## src/hdl/eeprom_cmd_pkg.sv

```systemverilog
// Function
// RQ1: Code 111 reloads; 100, 101, 110 rejected.
// RQ2: Read fetches byte into data register.
// RQ3: Write sends data register byte to address.
// RQ4: Reload fails unless first byte is A5h.
// RQ5: Reload drops ready; software polls ready flag.
// RQ6: Read-only bit 18 flags loader past end.
// RQ7: Write without response in 30 ms aborts.
// RQ8: Nack, stretch, bus wait, bad code: timeout.
// RQ9: Timeout and loaded flags clear on one.
// RQ10: Loaded flag set on good load, cleared at reload.
// RQ11: 16-bit address field, reset zero, byte aligned.
// RQ12: Busy bit starts command; stays set while working.
// RQ13: Busy clears on completion or timeout.
// RQ14: Read timeout leaves data register unchanged.
package eeprom_cmd_pkg;
    localparam int REG_AW = 12;
    localparam logic [11:0] OFF_HARDWARE_CONFIG_REG = 12'h074;
    localparam logic [11:0] OFF_CMD = 12'h1B4;
    localparam logic [11:0] OFF_DATA = 12'h1B8;
    localparam logic [11:0] OFF_IRQ_STAT = 12'h1C0;
    localparam logic [11:0] OFF_IRQ_MASK = 12'h1C4;

    localparam int CMD_BUSY_BIT = 31;
    localparam int CMD_CODE_LSB = 28;
    localparam int CMD_PAST_END_BIT = 18;
    localparam int CMD_TMO_BIT = 17;
    localparam int CMD_LOADED_BIT = 16;
    localparam int HW_READY_BIT = 0;

    localparam logic [2:0] CODE_READ = 3'h0;
    localparam logic [2:0] CODE_WRITE = 3'h3;
    localparam logic [2:0] CODE_RELOAD = 3'h7;

    localparam logic [7:0] SIGNATURE = 8'hA5;
    localparam logic [15:0] SIG_ADDR = 16'h0000;
    localparam logic [15:0] LEN_ADDR = 16'h0001;
    localparam logic [15:0] BODY_ADDR = 16'h0002;
    localparam logic [15:0] EE_LAST_ADDR_DEF = 16'h07FF;

    localparam logic [15:0] ADDR_RST = 16'h0000;
    localparam logic [7:0] DATA_RST = 8'h00;
    localparam logic [2:0] CODE_RST = 3'h0;

    localparam int IRQ_DONE = 0;
    localparam int IRQ_TMO = 1;
    localparam int IRQ_LOADED = 2;
    localparam int IRQ_PAST_END = 3;
    localparam int IRQ_W = 4;

    localparam int CLK_MHZ = 100;
    localparam int RESP_TMO_MS = 30;
    localparam int STRETCH_TMO_MS = 30;
    // 1.92 s
    localparam int BUS_ACQ_MS = 1920;
    localparam int RESP_TMO_CYC = RESP_TMO_MS * 1000 * CLK_MHZ;
    localparam int STRETCH_TMO_CYC = STRETCH_TMO_MS * 1000 * CLK_MHZ;
    localparam int BUS_ACQ_CYC = BUS_ACQ_MS * 1000 * CLK_MHZ;
    localparam int TMR_W = 28;

    typedef enum logic [1:0] {
        ST_IDLE = 2'b00,
        ST_ACQ = 2'b01,
        ST_XFER = 2'b11
    } ctrl_state_t;

    typedef enum logic [1:0] {
        PH_SIG = 2'b00,
        PH_LEN = 2'b01,
        PH_BODY = 2'b11
    } load_phase_t;
endpackage

```

## src/hdl/op_timer_if.sv

```systemverilog
`timescale 1ns/1ps
interface op_timer_if #(parameter int W = 28);
    logic clear;
    logic run;
    logic [W-1:0] limit;
    logic expired;
    modport ctrl (output clear, output run, output limit, input expired);
    modport timer (input clear, input run, input limit, output expired);
endinterface

```

## src/hdl/op_timer.sv

```systemverilog
`timescale 1ns/1ps
module op_timer #(
    parameter int W = 28
) (
    input wire logic ref_clk,
    input wire logic rst_b,
    input wire logic clk_en,
    op_timer_if.timer tmr
);
    logic [W-1:0] cnt_r;

    // Saturates at the limit so a late clear never sees a wrapped count
    always_ff @(posedge ref_clk or negedge rst_b) begin
        if (!rst_b) begin
            cnt_r <= '0;
        end else if (clk_en) begin
            if (tmr.clear) begin
                cnt_r <= '0;
            end else if (tmr.run && !tmr.expired) begin
                cnt_r <= cnt_r + 1'b1;
            end
        end
    end

    assign tmr.expired = tmr.run && (cnt_r >= tmr.limit);
endmodule

```

## src/hdl/serial_eeprom_command_ctrl.sv

```systemverilog
// Our own choices: strobed register access and the register addresses.
`timescale 1ns/1ps
module serial_eeprom_command_ctrl #(
    parameter int RESP_TMO_CYC = eeprom_cmd_pkg::RESP_TMO_CYC,
    parameter int STRETCH_TMO_CYC = eeprom_cmd_pkg::STRETCH_TMO_CYC,
    parameter int BUS_ACQ_CYC = eeprom_cmd_pkg::BUS_ACQ_CYC,
    parameter logic [15:0] EE_LAST_ADDR = eeprom_cmd_pkg::EE_LAST_ADDR_DEF
) (
    input wire logic ref_clk,
    input wire logic rst_b,
    input wire logic clk_en,
    input wire logic [11:0] reg_addr,
    input wire logic [31:0] reg_wdata,
    input wire logic reg_wr,
    input wire logic reg_rd,
    output logic [31:0] reg_rdata,
    output logic irq,
    output logic device_ready,
    output logic xfer_req,
    output logic xfer_write,
    output logic [15:0] xfer_addr,
    output logic [7:0] xfer_wdata,
    input wire logic bus_free,
    input wire logic xfer_done,
    input wire logic xfer_nack,
    input wire logic [7:0] xfer_rdata,
    input wire logic scl_held_low,
    output logic [7:0] cfg_byte,
    output logic cfg_valid
);
    localparam int TW = eeprom_cmd_pkg::TMR_W;

    eeprom_cmd_pkg::ctrl_state_t state_r;
    eeprom_cmd_pkg::load_phase_t phase_r;
    logic [2:0] code_r;
    logic [15:0] addr_r;
    logic [15:0] ptr_r;
    logic [7:0] data_r;
    logic [7:0] remain_r;
    logic ready_r;
    logic loaded_r;
    logic tmo_r;
    logic past_r;
    logic [eeprom_cmd_pkg::IRQ_W-1:0] istat_r;
    logic [eeprom_cmd_pkg::IRQ_W-1:0] imask_r;
    logic [eeprom_cmd_pkg::IRQ_W-1:0] ievt;
    logic [7:0] cfg_byte_r;
    logic cfg_valid_r;
    logic [31:0] rdata_r;

    logic wr_cmd;
    logic wr_data;
    logic idle;
    logic [2:0] code_w;
    logic code_ok;
    logic start_ok;
    logic start_bad;
    logic is_reload;
    logic good;
    logic abort;
    logic cont;
    logic finish;
    logic load_ok;
    logic past_evt;
    logic beyond;
    logic [16:0] nxt_ptr17;

    op_timer_if #(.W(TW)) wt_if ();
    op_timer_if #(.W(TW)) st_if ();

    assign idle = (state_r == eeprom_cmd_pkg::ST_IDLE);
    assign wr_cmd = reg_wr && (reg_addr == eeprom_cmd_pkg::OFF_CMD);
    assign wr_data = reg_wr && (reg_addr == eeprom_cmd_pkg::OFF_DATA);
    assign code_w = reg_wdata[eeprom_cmd_pkg::CMD_CODE_LSB +: 3];
    assign code_ok = (code_w == eeprom_cmd_pkg::CODE_READ) || (code_w == eeprom_cmd_pkg::CODE_WRITE)
        || (code_w == eeprom_cmd_pkg::CODE_RELOAD); // RQ1
    // Commands written while busy are ignored rather than queued
    assign start_ok = wr_cmd && idle && reg_wdata[eeprom_cmd_pkg::CMD_BUSY_BIT] && code_ok; // RQ12
    assign start_bad = wr_cmd && idle && reg_wdata[eeprom_cmd_pkg::CMD_BUSY_BIT] && !code_ok; // RQ1 RQ8
    assign is_reload = (code_r == eeprom_cmd_pkg::CODE_RELOAD);

    // Wait timer: bus acquisition in ACQ, response in XFER
    assign wt_if.clear = idle || xfer_req || good;
    assign wt_if.run = !idle;
    assign wt_if.limit = (state_r == eeprom_cmd_pkg::ST_ACQ) ? TW'(BUS_ACQ_CYC) : TW'(RESP_TMO_CYC); // RQ7 RQ8
    assign st_if.clear = !scl_held_low;
    assign st_if.run = scl_held_low && (state_r == eeprom_cmd_pkg::ST_XFER);
    assign st_if.limit = TW'(STRETCH_TMO_CYC); // RQ8

    op_timer #(.W(TW)) u_wait_tmr (
        .ref_clk(ref_clk),
        .rst_b(rst_b),
        .clk_en(clk_en),
        .tmr(wt_if.timer)
    );

    op_timer #(.W(TW)) u_stretch_tmr (
        .ref_clk(ref_clk),
        .rst_b(rst_b),
        .clk_en(clk_en),
        .tmr(st_if.timer)
    );

    assign good = (state_r == eeprom_cmd_pkg::ST_XFER) && xfer_done && !xfer_nack;
    // A byte that lands in the expiry cycle still counts as done
    assign abort = !good && (((state_r == eeprom_cmd_pkg::ST_ACQ) && !bus_free && wt_if.expired)
        || ((state_r == eeprom_cmd_pkg::ST_XFER) && (wt_if.expired || st_if.expired || xfer_done))); // RQ7 RQ8

    assign nxt_ptr17 = (phase_r == eeprom_cmd_pkg::PH_LEN) ? {1'b0, eeprom_cmd_pkg::BODY_ADDR} : {1'b0, ptr_r} + 17'h00001;
    assign beyond = nxt_ptr17 > {1'b0, EE_LAST_ADDR};

    always_comb begin
        cont = 1'b0;
        load_ok = 1'b0;
        past_evt = 1'b0;
        if (good && is_reload) begin
            unique case (phase_r)
                eeprom_cmd_pkg::PH_SIG: cont = (xfer_rdata == eeprom_cmd_pkg::SIGNATURE); // RQ4
                eeprom_cmd_pkg::PH_LEN: begin
                    if (xfer_rdata == 8'h00) begin
                        load_ok = 1'b1;
                    end else begin
                        past_evt = beyond; // RQ6
                        cont = !beyond;
                    end
                end
                eeprom_cmd_pkg::PH_BODY: begin
                    if (remain_r == 8'h01) begin
                        load_ok = 1'b1;
                    end else begin
                        past_evt = beyond; // RQ6
                        cont = !beyond;
                    end
                end
                default: cont = 1'b0;
            endcase
        end
    end

    assign finish = abort || (good && !cont); // RQ13

    always_ff @(posedge ref_clk or negedge rst_b) begin
        if (!rst_b) begin
            state_r <= eeprom_cmd_pkg::ST_IDLE;
        end else if (clk_en) begin
            unique case (state_r)
                eeprom_cmd_pkg::ST_IDLE: if (start_ok) state_r <= eeprom_cmd_pkg::ST_ACQ; // RQ12
                eeprom_cmd_pkg::ST_ACQ: begin
                    if (bus_free) begin
                        state_r <= eeprom_cmd_pkg::ST_XFER;
                    end else if (abort) begin
                        state_r <= eeprom_cmd_pkg::ST_IDLE; // RQ8
                    end
                end
                eeprom_cmd_pkg::ST_XFER: begin
                    if (finish) begin
                        state_r <= eeprom_cmd_pkg::ST_IDLE; // RQ7 RQ13
                    end else if (cont) begin
                        state_r <= eeprom_cmd_pkg::ST_ACQ;
                    end
                end
                default: state_r <= eeprom_cmd_pkg::ST_IDLE;
            endcase
        end
    end

    // Address and code fields are writable only while idle
    always_ff @(posedge ref_clk or negedge rst_b) begin
        if (!rst_b) begin
            addr_r <= eeprom_cmd_pkg::ADDR_RST;
            code_r <= eeprom_cmd_pkg::CODE_RST;
        end else if (clk_en && wr_cmd && idle) begin
            addr_r <= reg_wdata[15:0]; // RQ11
            code_r <= code_w;
        end
    end

    always_ff @(posedge ref_clk or negedge rst_b) begin
        if (!rst_b) begin
            ptr_r <= eeprom_cmd_pkg::ADDR_RST;
            phase_r <= eeprom_cmd_pkg::PH_SIG;
            remain_r <= 8'h00;
        end else if (clk_en) begin
            if (start_ok) begin
                ptr_r <= (code_w == eeprom_cmd_pkg::CODE_RELOAD) ? eeprom_cmd_pkg::SIG_ADDR : reg_wdata[15:0];
                phase_r <= eeprom_cmd_pkg::PH_SIG;
            end else if (cont) begin
                ptr_r <= (phase_r == eeprom_cmd_pkg::PH_SIG) ? eeprom_cmd_pkg::LEN_ADDR : nxt_ptr17[15:0];
                phase_r <= (phase_r == eeprom_cmd_pkg::PH_SIG) ? eeprom_cmd_pkg::PH_LEN : eeprom_cmd_pkg::PH_BODY;
                remain_r <= (phase_r == eeprom_cmd_pkg::PH_LEN) ? xfer_rdata : remain_r - 8'h01;
            end
        end
    end

    always_ff @(posedge ref_clk or negedge rst_b) begin
        if (!rst_b) begin
            data_r <= eeprom_cmd_pkg::DATA_RST;
        end else if (clk_en) begin
            if (good && (code_r == eeprom_cmd_pkg::CODE_READ)) begin
                data_r <= xfer_rdata; // RQ2 RQ14
            end else if (wr_data && idle) begin
                data_r <= reg_wdata[7:0];
            end
        end
    end

    always_ff @(posedge ref_clk or negedge rst_b) begin
        if (!rst_b) begin
            cfg_byte_r <= 8'h00;
            cfg_valid_r <= 1'b0;
        end else if (clk_en) begin
            cfg_valid_r <= good && is_reload && (phase_r == eeprom_cmd_pkg::PH_BODY);
            if (good && is_reload && (phase_r == eeprom_cmd_pkg::PH_BODY)) begin
                cfg_byte_r <= xfer_rdata;
            end
        end
    end

    always_ff @(posedge ref_clk or negedge rst_b) begin
        if (!rst_b) begin
            ready_r <= 1'b1;
        end else if (clk_en) begin
            if (start_ok && (code_w == eeprom_cmd_pkg::CODE_RELOAD)) begin
                ready_r <= 1'b0; // RQ5
            end else if (finish && is_reload) begin
                ready_r <= 1'b1; // RQ5
            end
        end
    end

    // Hardware set wins over a same-cycle write-one clear
    always_ff @(posedge ref_clk or negedge rst_b) begin
        if (!rst_b) begin
            tmo_r <= 1'b0;
            loaded_r <= 1'b0;
            past_r <= 1'b0;
        end else if (clk_en) begin
            if (abort || start_bad) begin
                tmo_r <= 1'b1; // RQ7 RQ8
            end else if (wr_cmd && reg_wdata[eeprom_cmd_pkg::CMD_TMO_BIT]) begin
                tmo_r <= 1'b0; // RQ9
            end
            if (load_ok) begin
                loaded_r <= 1'b1; // RQ10
            end else if (start_ok && (code_w == eeprom_cmd_pkg::CODE_RELOAD)) begin
                loaded_r <= 1'b0; // RQ10
            end else if (wr_cmd && reg_wdata[eeprom_cmd_pkg::CMD_LOADED_BIT]) begin
                loaded_r <= 1'b0; // RQ9
            end
            if (past_evt) begin
                past_r <= 1'b1; // RQ6
            end else if (start_ok && (code_w == eeprom_cmd_pkg::CODE_RELOAD)) begin
                past_r <= 1'b0;
            end
        end
    end

    always_comb begin
        ievt = '0;
        ievt[eeprom_cmd_pkg::IRQ_DONE] = finish || start_bad;
        ievt[eeprom_cmd_pkg::IRQ_TMO] = abort || start_bad;
        ievt[eeprom_cmd_pkg::IRQ_LOADED] = load_ok;
        ievt[eeprom_cmd_pkg::IRQ_PAST_END] = past_evt;
    end

    always_ff @(posedge ref_clk or negedge rst_b) begin
        if (!rst_b) begin
            istat_r <= '0;
            imask_r <= '0;
        end else if (clk_en) begin
            if (reg_wr && (reg_addr == eeprom_cmd_pkg::OFF_IRQ_STAT)) begin
                istat_r <= (istat_r & ~reg_wdata[eeprom_cmd_pkg::IRQ_W-1:0]) | ievt;
            end else begin
                istat_r <= istat_r | ievt;
            end
            if (reg_wr && (reg_addr == eeprom_cmd_pkg::OFF_IRQ_MASK)) begin
                imask_r <= reg_wdata[eeprom_cmd_pkg::IRQ_W-1:0];
            end
        end
    end

    // Read data stand only in the cycle after the strobe
    always_ff @(posedge ref_clk or negedge rst_b) begin
        if (!rst_b) begin
            rdata_r <= 32'h00000000;
        end else if (clk_en) begin
            rdata_r <= 32'h00000000;
            if (reg_rd) begin
                unique case (reg_addr)
                    eeprom_cmd_pkg::OFF_CMD: rdata_r <= {!idle, code_r, 9'h000, past_r, tmo_r, loaded_r, addr_r};
                    eeprom_cmd_pkg::OFF_DATA: rdata_r <= {24'h000000, data_r};
                    eeprom_cmd_pkg::OFF_HARDWARE_CONFIG_REG: rdata_r <= {31'h00000000, ready_r};
                    eeprom_cmd_pkg::OFF_IRQ_STAT: rdata_r <= {28'h0000000, istat_r};
                    eeprom_cmd_pkg::OFF_IRQ_MASK: rdata_r <= {28'h0000000, imask_r};
                    default: rdata_r <= 32'h00000000;
                endcase
            end
        end
    end

    assign reg_rdata = rdata_r;
    assign irq = |(istat_r & imask_r);
    assign device_ready = ready_r;
    assign xfer_req = clk_en && (state_r == eeprom_cmd_pkg::ST_ACQ) && bus_free;
    assign xfer_write = (code_r == eeprom_cmd_pkg::CODE_WRITE);
    assign xfer_addr = ptr_r; // RQ3
    assign xfer_wdata = data_r; // RQ3
    assign cfg_byte = cfg_byte_r;
    assign cfg_valid = cfg_valid_r;
endmodule

```

## config.mk

```make
export PLATFORM = sky130hd
export DESIGN_NAME = serial_eeprom_command_ctrl
export DESIGN_NICKNAME = d
export VERILOG_FILES = /design/src/hdl/eeprom_cmd_pkg.sv /design/src/hdl/op_timer_if.sv /design/src/hdl/op_timer.sv /design/src/hdl/serial_eeprom_command_ctrl.sv
export SDC_FILE = /design/constraint.sdc
export NUM_CORES = 1
export LEC_CHECK = 0
export BUFFER_PORTS_ARGS = -buffer_cell sky130_fd_sc_hd__buf_2
export CORE_MARGIN = 5
export CORE_UTILIZATION = 40
export CTS_BUF_LIST = sky130_fd_sc_hd__clkbuf_16
export DETAILED_ROUTE_END_ITERATION = 6
export SYNTH_ARGS = -nofsm -noshare
export SYNTH_HDL_FRONTEND = slang
export SYNTH_SLANG_ARGS = --single-unit
```

## constraint.sdc

```tcl
create_clock -name ref_clk -period 3.3 [get_ports ref_clk]
set_input_delay 0.165 -clock ref_clk [delete_from_list [all_inputs] [get_ports ref_clk]]
set_output_delay 0.165 -clock ref_clk [all_outputs]
set_load 0.01 [all_outputs]
```

## Yosys cells after proc, flatten, opt, wreduce, memory -nomap -nowiden

Index checks and enable logic that the tools add are counted.

| operators by class | value |
|---|---|
| add/subtract/negate cells | 4 |
| $mul | 0 |
| div/mod/pow operators | 0 |
| order comparisons | 3 |
| equal/unequal tests | 19 |
| shift operators | 0 |
| multiplexer cells | 46 |
| bitwise logic cells | 6 |
| reduce and logical (&&, ||, !) cells | 76 |

Operators by type and width:

| cell | count |
|---|---|
| 32-bit one-hot mux with 5 select lines | 1 |
| 28-bit two-way mux | 5 |
| 16-bit two-way mux | 4 |
| 28-bit by 1-bit adder with 28-bit output, second input constant | 2 |
| 12-bit by 9-bit equality test with 1-bit output, second input constant | 4 |
| 1-bit logical AND | 32 |
| 32-bit two-way mux | 1 |
| 28-bit by 22-bit greater-or-equal comparator with 1-bit output, second input constant | 1 |
| 28-bit greater-or-equal comparator | 1 |
| 8-bit two-way mux | 3 |
| 2-bit AND reduction | 10 |
| 1-bit two-way mux | 18 |
| 16-bit by 1-bit adder with 17-bit output, second input constant | 1 |
| 17-bit by 11-bit > comparator with 1-bit output, second input constant | 1 |
| 17-bit two-way mux | 1 |
| 2-bit two-way mux | 8 |
| 12-bit by 7-bit equality test with 1-bit output, second input constant | 1 |
| 2-bit nonzero test | 6 |
| 1-bit logical OR | 10 |
| 1-bit logical NOT | 9 |
| 4-bit bitwise AND | 2 |
| 8-bit by 1-bit equality test with 1-bit output, second input constant | 1 |
| 8-bit equality test, second input constant | 1 |
| 8-bit logical NOT | 1 |
| 20 further kinds | 30 |

| word-level totals | value |
|---|---|
| bits in registers | 164 |
| bits in latches | 0 |
| RAM bits | 0 |
| bits in read-only memories | 0 |
| input port bits | 61 |
| output and inout port bits | 69 |
| logic and storage cells | 172 |
| memories | 0 |

## Depth between registers and ports, before layout

Gate-level depths: netlist of the first run.

| depth | value |
|---|---|
| word-level depth | 13 |
| mapped depth | 12 |
| gate-level depth less buffers | 10 |

## By module

Synthesis of the first run repeated with hierarchy kept, for this count alone.

| second synthesis, totals | value |
|---|---|
| cells, all modules | 1081 |
| area, all modules | 10176.0 µm² |

Modules (own cells, without submodules):

| module | times used | cells each | area each (µm²) | sequential area each (µm²) |
|---|---|---|---|---|
| op_timer | 2 | 286 | 2557.5 | 700.7 |
| serial_eeprom_command_ctrl | 1 | 509 | 5061.1 | 2478.6 |

## Worst setup path after synthesis of the first run

No wires, ideal clock.

| path | value |
|---|---|
| kind | reg2reg |
| start | register state_r[1] |
| end | register u_wait_tmr.cnt_r[22] |
| library setup time | 78 ps |
| arrival time | 3081 ps |
| data required time | 3222 ps |
| path slack | 141 ps |
| cell stages (with the launch flop) | 12 |
| path buffers | 1 |
| clock period less this slack | 3159 ps |
| path through | dfrtp_1 > buf_4 > nor2b_1 > inv_1 > ha_1 > a311o_1 > a221oi_1 > o211ai_1 > o21ai_1 > nand3_1 > or3_1 > a21oi_1 |

| between the ends | value |
|---|---|
| cells in the longest elaborated chain, start to end | 8 |
| elaborated cells between the ends (all ways) | 18 |
| classes of those cells | order compare (1); eq/ne (2); mux (2); reduce/logical (13) |

Ends and longest elaborated chain:

| what | RTL line | RTL |
|---|---|---|
| start, declared | serial_eeprom_command_ctrl.sv:33 | `eeprom_cmd_pkg::ctrl_state_t state_r;` |
| start signal, assigned | serial_eeprom_command_ctrl.sv:144 | `state_r <= eeprom_cmd_pkg::ST_IDLE;` |
| start signal, assigned | serial_eeprom_command_ctrl.sv:147 | `eeprom_cmd_pkg::ST_IDLE: if (start_ok) state_r <= eeprom_cmd_pkg::ST_ACQ;` |
| start signal, assigned | serial_eeprom_command_ctrl.sv:150 | `state_r <= eeprom_cmd_pkg::ST_XFER;` |
| 2-bit by 1-bit equality test with 1-bit output | serial_eeprom_command_ctrl.sv:85, serial_eeprom_command_ctrl.sv:304 |  |
| 28-bit two-way mux | serial_eeprom_command_ctrl.sv:85 | `assign wt_if.limit = (state_r == eeprom_cmd_pkg::ST_ACQ) ? TW'(BUS_ACQ_CYC) : TW'(RESP_TMO_CYC);` |
| 28-bit greater-or-equal comparator | op_timer.sv:25 | `assign tmr.expired = tmr.run && (cnt_r >= tmr.limit);` |
| 1-bit logical AND | op_timer.sv:25 |  |
| 1-bit logical NOT | op_timer.sv:19 | `end else if (tmr.run && !tmr.expired) begin` |
| 1-bit logical AND | op_timer.sv:19 |  |
| 2-bit nonzero test (no line) | n/a |  |
| 2-bit AND reduction (no line) | n/a |  |
| end signal, assigned | op_timer.sv:20 | `cnt_r <= cnt_r + 1'b1;` |
| end, declared | op_timer.sv:10 | `logic [W-1:0] cnt_r;` |

Several ways; a longest one is shown, not always the timed one.
A chain may end at the register's enable or synchronous reset.

## Worst setup path in the final report of the first run

| path | value |
|---|---|
| start | register state_r[0] |
| end | register u_wait_tmr.cnt_r[6] |

The elaborated chain is that of the path after synthesis.

==> metrics.yaml, run 1 <==
timing:
  drv_slew: 0
  final.setup_skew_ps: 9.829
  setup-violations-final: 0
  final-hold-violation-count: 0
  worst_slew_pin_slew_ps: 825.1
  fmaxAchievable_ghz: 0.3302
  grt_setup_unrepaired: "no"
  fin_crit_sh_pct: 91.78
  aggregate_negative_setup_slack_ps: 0
  finalCriticalPeriod_ps: 3029
  slew_headroom_pct: 44.79
  postLayoutSetupSlackWorst_ps: 271.4
worst_setup_path:
  timing.critical_path.from_type: "flip-flop"
  cp_data_required_time_ps: 3580
  reg2regPathDepth: 11
  path_max_fanout: 15
  critical_register_to_register_path_startpoint: "state_r[0]$_DFFE_PN0P_"
  reg2reg_setup_slack_ps: 270
  critical_path.n_buffers_inverters: 2
  worst_ep_arrival_time_ps: 3310
  critical_path.max_stage_delay_ps: 390
  critical_path.slowest_cell: "sky130_fd_sc_hd__a221oi_1"
  cp-end-kind: "flip-flop"
  worstPathCellList: "nor2b_1, inv_1, ha_1, a311o_1, a221oi_1, o211ai_1, o21ai_1, buf_4, nand3_1, xnor2_1, nor2_1"
  cp_top_delay_family: "compound AO/OA/AOI/OAI gates"
  regToRegEndpoint: "u_wait_tmr.cnt_r[6]$_DFFE_PN0P_"
  timing.setup.critical_path_class: "reg2reg"
cts:
  clkSinkCount: 155
  cts_root_buf: "sky130_fd_sc_hd__clkbuf_16"
  clk_transition_reported_paths_ps: 60
  cts_tree: "yes"
  tritoncts.num_buffers: 17
  clkLatencyLatePin_ps: 430
  cts-root-to-sink-buffers: 2
  cts_htree_levels: 4
routing:
  drt_pre_antenna_iters: 5
  viasPerCell: 5.562
  routed_wl_um: 22730
  post_drt_wl_per_cell_um: 18.05
  route.vias.total: 7003
  drt_iter0_markers: 533
  remaining_drc_errors: 0
  antenna_left: 0
die:
  floorplan.die.width_um: 155.8
  start_util_pct: 40.57
  floorplan.die_area_um2: 24270
  coreArea_um2: 20960
  ios: 130
  fp-row-count: 53
  die_height_um: 155.8
min_path:
  hold_path_class: "in2reg"
  hold_start: "reg_wdata[30]"
  worstHoldPathCells: 2
  min_to: "code_r[2]$_DFFE_PN0P_"
placed_design:
  place.port_buffers: 110
  finalWeightedCongestion: 0.8314
  place_worst_setup_slack_ps: 281.5
  detailedPlacementHpwl_um: 16360
yosys:
  post_synth_most_frequent_cells: "154 x sky130_fd_sc_hd__dfrtp_1, 69 x sky130_fd_sc_hd__nand2_1, 69 x sky130_fd_sc_hd__nor2_1"
  post_synthesis_async_set_or_reset_flop_share_pct: 100.0
  post-synth-top-count-cell: "sky130_fd_sc_hd__dfrtp_1"
  postSynthCellCount: 855
  synth_area_leaders: "sky130_fd_sc_hd__dfrtp_1 45%, sky130_fd_sc_hd__mux2_2 4.2%, sky130_fd_sc_hd__ha_1 3.1%, sky130_fd_sc_hd__xor2_1 3.1%, sky130_fd_sc_hd__nand2_1 3.0%"
  biggest_area_consumer_among_synthesized_cells: "sky130_fd_sc_hd__dfrtp_1"
  yosys_warnings: 0
  syn_area_um2: 8501
  number_of_enable_flip_flop_cells_after_synthesis: 0
  synth-main-ff-cell: "sky130_fd_sc_hd__dfrtp_1"
  seq_area_frac_synth_pct: 45.64
  syn-mean-instance-area_um2: 9.942
  synth.distinct_cells: 80
  synthDominantCellAreaShare_pct: 45.33
  ys_ff_latch: 155
pwr:
  max-vdd-ir-drop_mv: 0.3150
  power.net_switching_uw: 957.5
  pwr_density_cell_nw_per_um2: 403.6
  power_frac_comb_pct: 4.6
  total_leakage_power_uw: 0.004749
  sw_frac_of_total_pct: 23.79
  pwr_total_uw: 4025
  share_seq_of_total_power_pct: 47.4
  p_clk_share_pct: 48.0
  cellInternalPower_uw: 3068
run_status:
  outcome: "complete, no violations"
cells_and_area:
  multi_input_gate_area_in_the_final_layout_um2: 4308
  n_antenna_cell: 0
  proportion_of_layout_cells_with_a_drive_suffix_above_1_pct: 22.97
  final-seq-area_um2: 3880
  fillerInstances: 2073
  final_net_count: 1054
  syn_to_final_growth_pct: 17.32
global_route:
  grt_pass1_wl_um: 36710
  grt_max_degree: 67
  grt.total_usage_pct: 18.92
  overflow_left_after_global_routing: 0
  grt_pass1_vias: 6800
  antenna_found_initial: 0
run:
  maxCapViolCount: 0
## worst max path at each step
stage,from,slack [ps],cells after the start,end
after global routing,state_r[1]$_DFFE_PN0P_,30,11,u_wait_tmr.cnt_r[8]$_DFFE_PN0P_
final,state_r[0]$_DFFE_PN0P_,270,11,u_wait_tmr.cnt_r[6]$_DFFE_PN0P_
after global placement,state_r[0]$_DFFE_PN0P_,320,11,u_wait_tmr.cnt_r[10]$_DFFE_PN0P_
after floorplan,state_r[1]$_DFFE_PN0P_,140,11,u_wait_tmr.cnt_r[22]$_DFFE_PN0P_
after detailed placement,state_r[0]$_DFFE_PN0P_,280,11,u_wait_tmr.cnt_r[6]$_DFFE_PN0P_
after CTS,state_r[0]$_DFFE_PN0P_,250,11,u_wait_tmr.cnt_r[6]$_DFFE_PN0P_
## worst register-to-register path, stage by stage, from the launching register on
cell	delay [ps]
sky130_fd_sc_hd__dfrtp_1	380
sky130_fd_sc_hd__nor2b_1	140
sky130_fd_sc_hd__inv_1	220
sky130_fd_sc_hd__ha_1	300
sky130_fd_sc_hd__a311o_1	370
sky130_fd_sc_hd__a221oi_1	390
sky130_fd_sc_hd__o211ai_1	190
sky130_fd_sc_hd__o21ai_1	280
sky130_fd_sc_hd__buf_4	270
sky130_fd_sc_hd__nand3_1	120
sky130_fd_sc_hd__xnor2_1	190
sky130_fd_sc_hd__nor2_1	60
## cells by family after synthesis
kind of cell | Yosys count | synth area share (%)
simple gates | 335 | 21.62
compound gates | 184 | 15.60
flops | 155 | 45.64
buf+inv | 73 | 4.033
xor+xnor | 43 | 4.430
mux | 43 | 5.534
fa+ha+maj | 21 | 3.091
other cells | 1 | 0.04411
## layer usage
layer	track usage, %	up-vias	wire length [um]
met1	28.42	3431	11230
met3	3.412	24	1084
li1	-	3371	-
met4	5.169	0	322
met5	0	-	0
met2	28.08	177	10090
## placed cells by master, fill, tap and decap left out, drive strengths merged, types with 6 or more instances in the layout
cell	Yosys	final
mux2	32	32
nor3	21	21
nor2	70	70
or4	6	6
nor4	17	17
o21ai	43	43
clkbuf	19	17
or3	8	8
xor2	30	30
buf	25	129
a22oi	9	9
mux2i	11	11
nand4	30	30
clkinv	0	6
a21o	8	8
nand2	70	70
ha	21	21
dfrtp	154	154
xnor2	13	13
inv	29	32
conb	1	9
o211ai	12	12
a22o	17	17
nor2b	11	11
nand3	48	48
o2bb2ai	12	12
a21oi	38	38
and3	20	20
## power groups by stage
stage          clock, uW  combinational [uW]  sequential [uW]
5_1_grt             2060                 209             1910
4_1_cts             1970                 189             1910
3_5_place_dp           0                 185             1940
6_report            1930                 186             1910
3_3_place_gp           0                 184             1940
2_1_floorplan          0                65.0             1940
## layout make-up
type | instances | share of cell area, %
well taps | 275 | 3.450
clock buffers | 17 | 4.265
inverters | 29 | 1.091
multi-input cells | 635 | 43.19
flip-flops and latches | 155 | 38.90
clock inverters | 14 | 1.455
repair buffers | 134 | 7.640
## registers in the layout, summed over array words and instances (netlist names)
signal               count
cfg_byte                 8
xfer_addr               16
past_r                   1
u_wait_tmr.cnt_r        28
code_r                   3
addr_r                  16
cfg_valid                1
imask_r                  4
tmo_r                    1
remain_r                 8
loaded_r                 1
phase_r                  2
u_stretch_tmr.cnt_r     28
device_ready             1
state_r                  2
istat_r                  4
reg_rdata               23
xfer_wdata               8
## through the flow
step                area (um^2)  util (%)  instances  hold slack (ps)
detailed placement         9353     44.63       1223            224.9
global route               9973     47.59       1259            6.320
CTS                        9973     47.59       1259            1.390
finish                     9973     47.59       1259            15.02
global placement           9353     44.63       1223            213.3
floorplan                  8531         -        863           -130.6
## timing repair
action	4_1_cts	5_1_grt
hold buffers	5	0
setup buffers	0	0
setup endpoints to repair	0	1
endpoints found under the hold margin	67	0
resized for setup	0	1
Note: power is estimated with default switching activity, not from simulation.
==> run 2, diff against run 1 <==
SYNTH_HIERARCHICAL = 1   (was not set)
==> metrics.yaml, run 2 <==
yosys:
  number_of_enable_flip_flop_cells_after_synthesis: 0  # unchanged
  seq_area_frac_synth_pct: 38.13  # -7.5 points
  postSynthCellCount: 1081  # +26%
  post_synth_most_frequent_cells: "154 x sky130_fd_sc_hd__dfrtp_1, 121 x sky130_fd_sc_hd__inv_1, 89 x sky130_fd_sc_hd__nand2_1"
  synth_area_leaders: "sky130_fd_sc_hd__dfrtp_1 38%, sky130_fd_sc_hd__ha_1 7.5%, sky130_fd_sc_hd__inv_1 4.5%, sky130_fd_sc_hd__xnor2_1 4.3%, sky130_fd_sc_hd__mux2_2 3.4%"
  syn_area_um2: 10180  # +20%
  synthDominantCellAreaShare_pct: 37.87  # -7.5 points
  syn-mean-instance-area_um2: 9.414  # -5.3%
  biggest_area_consumer_among_synthesized_cells: "sky130_fd_sc_hd__dfrtp_1"
  synth.distinct_cells: 73  # -8.8%
  yosys_warnings: 6  # +6
  ys_ff_latch: 155  # unchanged
  post-synth-top-count-cell: "sky130_fd_sc_hd__dfrtp_1"
  synth-main-ff-cell: "sky130_fd_sc_hd__dfrtp_1"
  post_synthesis_async_set_or_reset_flop_share_pct: 100.0  # unchanged
pwr:
  max-vdd-ir-drop_mv: 0.3741  # +19%
  cellInternalPower_uw: 3629  # +18%
  sw_frac_of_total_pct: 33.33  # +9.5 points
  pwr_density_cell_nw_per_um2: 453.8  # +12%
  total_leakage_power_uw: 0.005445  # +15%
  p_clk_share_pct: 35.6  # -12 points
  power.net_switching_uw: 1814  # +89%
  power_frac_comb_pct: 23.1  # +19 points
  share_seq_of_total_power_pct: 41.2  # -6.2 points
cts:
  clk_transition_reported_paths_ps: 70  # about the same
  tritoncts.num_buffers: 17  # unchanged
  cts_root_buf: "sky130_fd_sc_hd__clkbuf_16"
  cts-root-to-sink-buffers: 2  # unchanged
  clkLatencyLatePin_ps: 430  # about the same
  cts_htree_levels: 4  # unchanged
  cts_tree: "yes"
  clkSinkCount: 155  # unchanged
routing:
  post_drt_wl_per_cell_um: 16.84  # -6.7%
  viasPerCell: 5.326  # -4.3%
  routed_wl_um: 26740  # +18%
  route.vias.total: 8457  # +21%
  remaining_drc_errors: 0  # unchanged
  drt_iter0_markers: 479  # -10%
  antenna_left: 0  # unchanged
  drt_pre_antenna_iters: 5  # unchanged
placed_design:
  place.port_buffers: 110  # unchanged
  finalWeightedCongestion: 0.8107  # -2.5%
  detailedPlacementHpwl_um: 19340  # +18%
  placed_cell_area_um2: 11270  # +20%
cells_and_area:
  final_net_count: 1366  # +30%
  final_cell_mix: "154 x sky130_fd_sc_hd__dfrtp_1, 119 x sky130_fd_sc_hd__inv_1, 109 x sky130_fd_sc_hd__buf_2, 88 x sky130_fd_sc_hd__nand2_1, 60 x sky130_fd_sc_hd__ha_1"
  utilization_pct: 47.76  # +0.17 points
  proportion_of_layout_cells_with_a_drive_suffix_above_1_pct: 22.67  # -0.29 points
  layout.cells.most_common: "sky130_fd_sc_hd__dfrtp_1"
  final_area_um2: 11990  # +20%
  syn_to_final_growth_pct: 17.85
  fillerInstances: 2423  # +17%
timing:
  aggregate_negative_setup_slack_ps: 0  # unchanged
  final.setup_skew_ps: 9.333  # -0.4960 ps
  worst_slew_pin_slew_ps: 1052  # +227.3 ps
  fmaxAchievable_ghz: 0.3206  # -2.9%
  drv_slew: 0  # unchanged
  fin_crit_sh_pct: 94.51  # +2.7 points
  setup-violations-final: 0  # unchanged
  grt_setup_unrepaired: "no"
  finalCriticalPeriod_ps: 3119  # +90.08 ps
  final-hold-violation-count: 0  # unchanged
  final.hold.worst_slack_ps: 20.49  # +5.467 ps
  slew_headroom_pct: 29.77  # -15 points
die:
  floorplan.die.width_um: 169.5  # +8.8%
  start_util_pct: 40.53  # about the same
  coreArea_um2: 25110  # +20%
  die_height_um: 169.5  # +8.8%
  fp-row-count: 58  # +9.4%
  floorplan.die_area_um2: 28730  # +18%
  ios: 130  # unchanged
global_route:
  grt_pass1_vias: 8338  # +23%
  grt_max_degree: 88  # +31%
  grt_pass1_wl_um: 43750  # +19%
  overflow_left_after_global_routing: 0  # unchanged
  grt.total_usage_pct: 18.80  # -0.13 points
  antenna_found_initial: 2  # +2
min_path:
  hold_path_class: "in2reg"
worst_setup_path:
  worstPathCellList: "nor2b_4, inv_4, inv_2, ha_4, a21o_1, a21o_1, a2111oi_4, o221ai_4, o21a_1, o31ai_2, o21ai_2, nand2_2, nor3_2, a21oi_2, nand3_1, a22o_1"
  path_max_fanout: 7  # -8
  worst_ep_arrival_time_ps: 3430  # +120 ps
  critical_path.slowest_cell: "sky130_fd_sc_hd__dfrtp_1"
  timing.setup.critical_path_class: "reg2reg"
  critical_path.max_stage_delay_ps: 410  # +20 ps
  timing.critical_path.from_type: "flip-flop"
  worst_path_most_repeated_cell: "sky130_fd_sc_hd__a21o_1"
  cp_data_required_time_ps: 3620  # +40 ps
  cp-end-kind: "flip-flop"
run_status:
  outcome: "complete, no violations"
run:
  maxCapViolCount: 0  # unchanged
==> run 2: cell count changes after synthesis, sizes merged, moves of 11 or more <==
cell,previous run,this run
o22ai,1,51
nor3,21,47
inv,29,121
nand2,70,89
ha,21,61
o211ai,12,1
xor2,30,0
nor2,70,45
xnor2,13,50
nor4,17,39
==> run 2: area by class of cell <==
| type | count | area, um^2 | area share (%) |
|---|---|---|---|
| multi-input combinational | 799 | 5783 | 48.22 |
| sequential | 155 | 3880 | 32.35 |
| timing repair buffer | 149 | 888.4 | 7.407 |
| inverter | 122 | 460.4 | 3.839 |
| clock buffer | 17 | 425.4 | 3.547 |
| tap | 330 | 412.9 | 3.443 |
| clock inverter | 15 | 140.1 | 1.168 |
| antenna | 1 | 2.502 | 0.02087 |
==> run 2: path summary, 6_finish.rpt <==
| check | from | endpoint | slack [ps] | cells past startpoint |
|---|---|---|---|---|
| setup / recovery | state_r[1]$_DFFE_PN0P_ | istat_r[0]$_DFFE_PN0P_ | 180 | 16 |
| hold / removal | xfer_rdata[1] | cfg_byte[1]$_DFFE_PN0P_ | 20 | 2 |
| setup reg to reg | state_r[1]$_DFFE_PN0P_ | istat_r[0]$_DFFE_PN0P_ | 180 | 16 |
| hold reg to reg | tmo_r$_DFFE_PN0P_ | tmo_r$_DFFE_PN0P_ | 490 | 2 |
| max in group asynchronous | rst_b | device_ready$_DFFE_PN1P_ | 2010 | 3 |
| min in group asynchronous | rst_b | u_stretch_tmr/cnt_r[3]$_DFFE_PN0P_ | 370 | 2 |
==> run 2: per-stage QoR <==
stage / power (uW) / std cells / worst slack [ps]
finish: 5443 / 1588 / 181.3
CTS: 5423 / 1585 / 36.94
detailed placement: 3471 / 1544 / 54.23
global route: 5762 / 1588 / 21.94
floorplan: 3048 / 1130 / -38.59
global placement: 3430 / 1544 / 122.5
==> run 2: critical path, delay by kind of cell, from the launching register on <==
kind                     cells  cell delay (ps)
flip-flops                   1              410
buffers and inverters        2              140
AND/OR/NAND/NOR              4              420
AO/OA/AOI/OAI                9             1850
adder cells (fa/ha/maj)      1              200
==> run 2: cells by family (layout without fill, tap and decap cells) <==
group	count (synthesis)	after routing	share of synthesized area [%]
simple gates	360	360	22.38
flops	155	155	38.13
other cells	2	52	0.07380
mux	41	41	4.414
compound gates	236	236	15.63
fa+ha+maj	61	61	7.500
xor+xnor	50	50	4.303
buf+inv	176	303	7.574
==> run 2: what timing repair did <==
| action | 4_1_cts | 5_1_grt |
|---|---|---|
| endpoints found under the setup margin | 0 | 3 |
| hold buffers | 9 | 0 |
| endpoints found under the hold margin | 93 | 0 |
| buffers inserted | 0 | 2 |
| gates resized for setup | 0 | 12 |
==> run 2: per-layer routing <==
metal  up-vias  part of all wire [%]  wire (um)  track usage, %
met5         -                 0.026          7               0
met4         2                   2.2        590           6.020
met3        38                   5.0       1333           3.611
met2       195                    46      12220           29.62
met1      4058                    47      12580           26.24
li1       4164                     -          -               -
==> run 2: power groups by stage <==
| stage | clock network, uW | logic [uW] | registers, uW |
|---|---|---|---|
| 3_3_place_gp | 0 | 1160 | 2270 |
| 4_1_cts | 1980 | 1210 | 2240 |
| 3_5_place_dp | 0 | 1190 | 2280 |
| 5_1_grt | 2060 | 1440 | 2270 |
| 2_1_floorplan | 0 | 798 | 2250 |
| 6_report | 1940 | 1260 | 2240 |
==> run 3, diff against run 2 <==
CTS_CLUSTER_DIAMETER = 200   (was not set)
RECOVER_POWER = 50   (was not set)
==> metrics.yaml, run 3 (same netlist as run 2, synthesis figures left out) <==
run_status:
  outcome: "finished, violations left"
  violations: "capacitance limit, slew limit"
cts:
  clkSinkCount: 155  # unchanged
  cts_htree_levels: 4  # unchanged
  cts-root-to-sink-buffers: 2  # unchanged
  tritoncts.num_buffers: 17  # unchanged
  clk_transition_reported_paths_ps: 70  # about the same
  cts_root_buf: "sky130_fd_sc_hd__clkbuf_16"
  cts_tree: "yes"
  clkLatencyLatePin_ps: 430  # about the same
die:
  die_height_um: 169.5  # unchanged
  floorplan.die.width_um: 169.5  # unchanged
  ios: 130  # unchanged
  start_util_pct: 40.53  # unchanged
  floorplan.die_area_um2: 28730  # unchanged
  coreArea_um2: 25110  # unchanged
  fp-row-count: 58  # unchanged
worst_setup_path:
  worst_path_most_repeated_cell: "sky130_fd_sc_hd__a21o_1"
  critical_path.slowest_cell: "sky130_fd_sc_hd__dfrtp_1"
  path_max_fanout: 7  # unchanged
  cp_top_delay_family: "compound AO/OA/AOI/OAI gates"
  cp_data_required_time_ps: 3620  # about the same
  worstPathCellList: "nor2b_4, inv_4, inv_2, ha_4, a21o_1, a21o_1, a2111oi_4, o221ai_4, o21a_1, o31ai_2, o21ai_2, nand2_2, nor3_2, a21oi_2, nand3_1, a22o_1"
  cp-end-kind: "flip-flop"
  worst_ep_arrival_time_ps: 3430  # about the same
  critical_path.n_buffers_inverters: 2  # unchanged
  timing.setup.critical_path_class: "reg2reg"
  critical_path.max_stage_delay_ps: 410  # about the same
  timing.critical_path.from_type: "flip-flop"
timing:
  fmaxAchievable_ghz: 0.3206  # about the same
  final.setup_skew_ps: 8.947  # -0.3857 ps
  fin_crit_sh_pct: 94.52  # about the same
  slew_headroom_pct: -53.77  # -84 points
  drv_slew: 87  # +87
  worst_slew_pin_slew_ps: 2307  # +1254 ps
  postLayoutSetupSlackWorst_ps: 180.8  # -0.4960 ps
  setup-violations-final: 0  # unchanged
  finalCriticalPeriod_ps: 3119  # +0.4960 ps
  final-hold-violation-count: 0  # unchanged
  grt_setup_unrepaired: "no"
routing:
  antenna_left: 0  # unchanged
  viasPerCell: 5.332  # +0.13%
  routed_wl_um: 26810  # +0.30%
  drt_iter0_markers: 439  # -8.4%
  drt_pre_antenna_iters: 5  # unchanged
  route.vias.total: 8468  # +0.13%
  post_drt_wl_per_cell_um: 16.89  # +0.30%
  remaining_drc_errors: 0  # unchanged
global_route:
  overflow_left_after_global_routing: 0  # unchanged
  grt_pass1_vias: 8338  # unchanged
  grt.total_usage_pct: 18.80  # unchanged
  grt_max_degree: 88  # unchanged
  grt_pass1_wl_um: 43750  # unchanged
  antenna_found_initial: 2  # unchanged
cells_and_area:
  syn_to_final_growth_pct: 17.07
  final_cell_mix: "154 x sky130_fd_sc_hd__dfrtp_1, 119 x sky130_fd_sc_hd__inv_1, 88 x sky130_fd_sc_hd__nand2_1, 60 x sky130_fd_sc_hd__ha_1, 57 x sky130_fd_sc_hd__clkbuf_1"
  proportion_of_layout_cells_with_a_drive_suffix_above_1_pct: 18.14  # -4.5 points
  final_area_um2: 11910  # -0.67%
  stdcell_count: 1588  # unchanged
  final_net_count: 1366  # unchanged
  layout.cells.most_common: "sky130_fd_sc_hd__dfrtp_1"
placed_design:
  place.port_buffers: 110  # unchanged
  placed_cells: 1544  # unchanged
  detailedPlacementHpwl_um: 19340  # unchanged
  finalWeightedCongestion: 0.8107  # unchanged
  place_worst_setup_slack_ps: 54.23  # unchanged
  placed_cell_area_um2: 11270  # unchanged
pwr:
  total_leakage_power_uw: 0.005199  # -4.5%
  max-vdd-ir-drop_mv: 0.3730  # -0.31%
  pwr_total_uw: 5434  # -0.17%
  pwr_density_cell_nw_per_um2: 456.1  # +0.50%
run:
  maxCapViolCount: 1  # +1
min_path:
  hold_path_class: "in2reg"
run 3: changes by cell type in the layout (fill, tap and decap cells not counted):
cell                       delta
sky130_fd_sc_hd__buf_4        -1
sky130_fd_sc_hd__buf_2       -56
sky130_fd_sc_hd__clkbuf_1    +57
sky130_fd_sc_hd__buf_6        -1
sky130_fd_sc_hd__clkbuf_2     +1
run 3: routing by layer:
layer / vias to the layer above / share of wire (%) / track usage, %
met2: 174 / 46 / 29.62
met5: - / 0.026 / 0
met3: 38 / 4.3 / 3.611
met4: 2 / 2.2 / 6.020
li1: 4169 / - / -
met1: 4085 / 47 / 26.24
run 3: area by class of cell:
cell class	count	area [um^2]
Antenna cell	1	2.502
Clock buffer	17	425.4
Clock inverter	15	140.1
Fill cell	2457	13200
Inverter	122	460.4
Multi-Input combinational cell	799	5783
Sequential cell	155	3880
Tap cell	330	412.9
Timing Repair Buffer	149	808.3
run 3: worst paths after layout:
check,from,endpoint,slack [ps],cells after the start
worst max register to register,state_r[1]$_DFFE_PN0P_,istat_r[0]$_DFFE_PN0P_,180,16
min in group asynchronous,rst_b,u_stretch_tmr/cnt_r[3]$_DFFE_PN0P_,910,2
worst min register to register,tmo_r$_DFFE_PN0P_,tmo_r$_DFFE_PN0P_,490,2
worst min-delay path,xfer_rdata[1],cfg_byte[1]$_DFFE_PN0P_,20,2
max in group asynchronous,rst_b,device_ready$_DFFE_PN1P_,950,3
worst max-delay path,state_r[1]$_DFFE_PN0P_,istat_r[0]$_DFFE_PN0P_,180,16
run 3: stage by stage:
stage          setup TNS, ps  utilization, %  hold WS [ps]
4_1_cts                    0           47.49         4.481
6_report                   0           47.44         22.10
5_1_grt                    0           47.44         20.15
3_3_place_gp               0           44.88         310.2
2_1_floorplan         -38.59               -        -130.6
3_5_place_dp               0           44.88         313.5
run 3: power by group:
group | leakage, uW | internal (uW) | switching, uW
combinational | 0.00281 | 514 | 733
clock | 0.000278 | 1060 | 884
sequential | 0.00211 | 2050 | 198
run 3: timing repair:
action,4_1_cts,5_1_grt
setup buffers,0,2
resized for setup,0,12
endpoints found under the hold margin,93,0
endpoints found under the setup margin,0,3
hold buffers,9,0
run 3: worst reg2reg max path, stage by stage, from the launching register on:
cell                        delay [ps]
sky130_fd_sc_hd__dfrtp_1           410
sky130_fd_sc_hd__nor2b_4           160
sky130_fd_sc_hd__inv_4              70
sky130_fd_sc_hd__inv_2              70
sky130_fd_sc_hd__ha_4              200
sky130_fd_sc_hd__a21o_1            160
sky130_fd_sc_hd__a21o_1            180
sky130_fd_sc_hd__a2111oi_4         410
sky130_fd_sc_hd__o221ai_4          140
sky130_fd_sc_hd__o21a_1            240
sky130_fd_sc_hd__o31ai_2           220
sky130_fd_sc_hd__o21ai_2            90
sky130_fd_sc_hd__nand2_2           110
sky130_fd_sc_hd__nor3_2             70
sky130_fd_sc_hd__a21oi_2           200
sky130_fd_sc_hd__nand3_1            90
sky130_fd_sc_hd__a22o_1            220
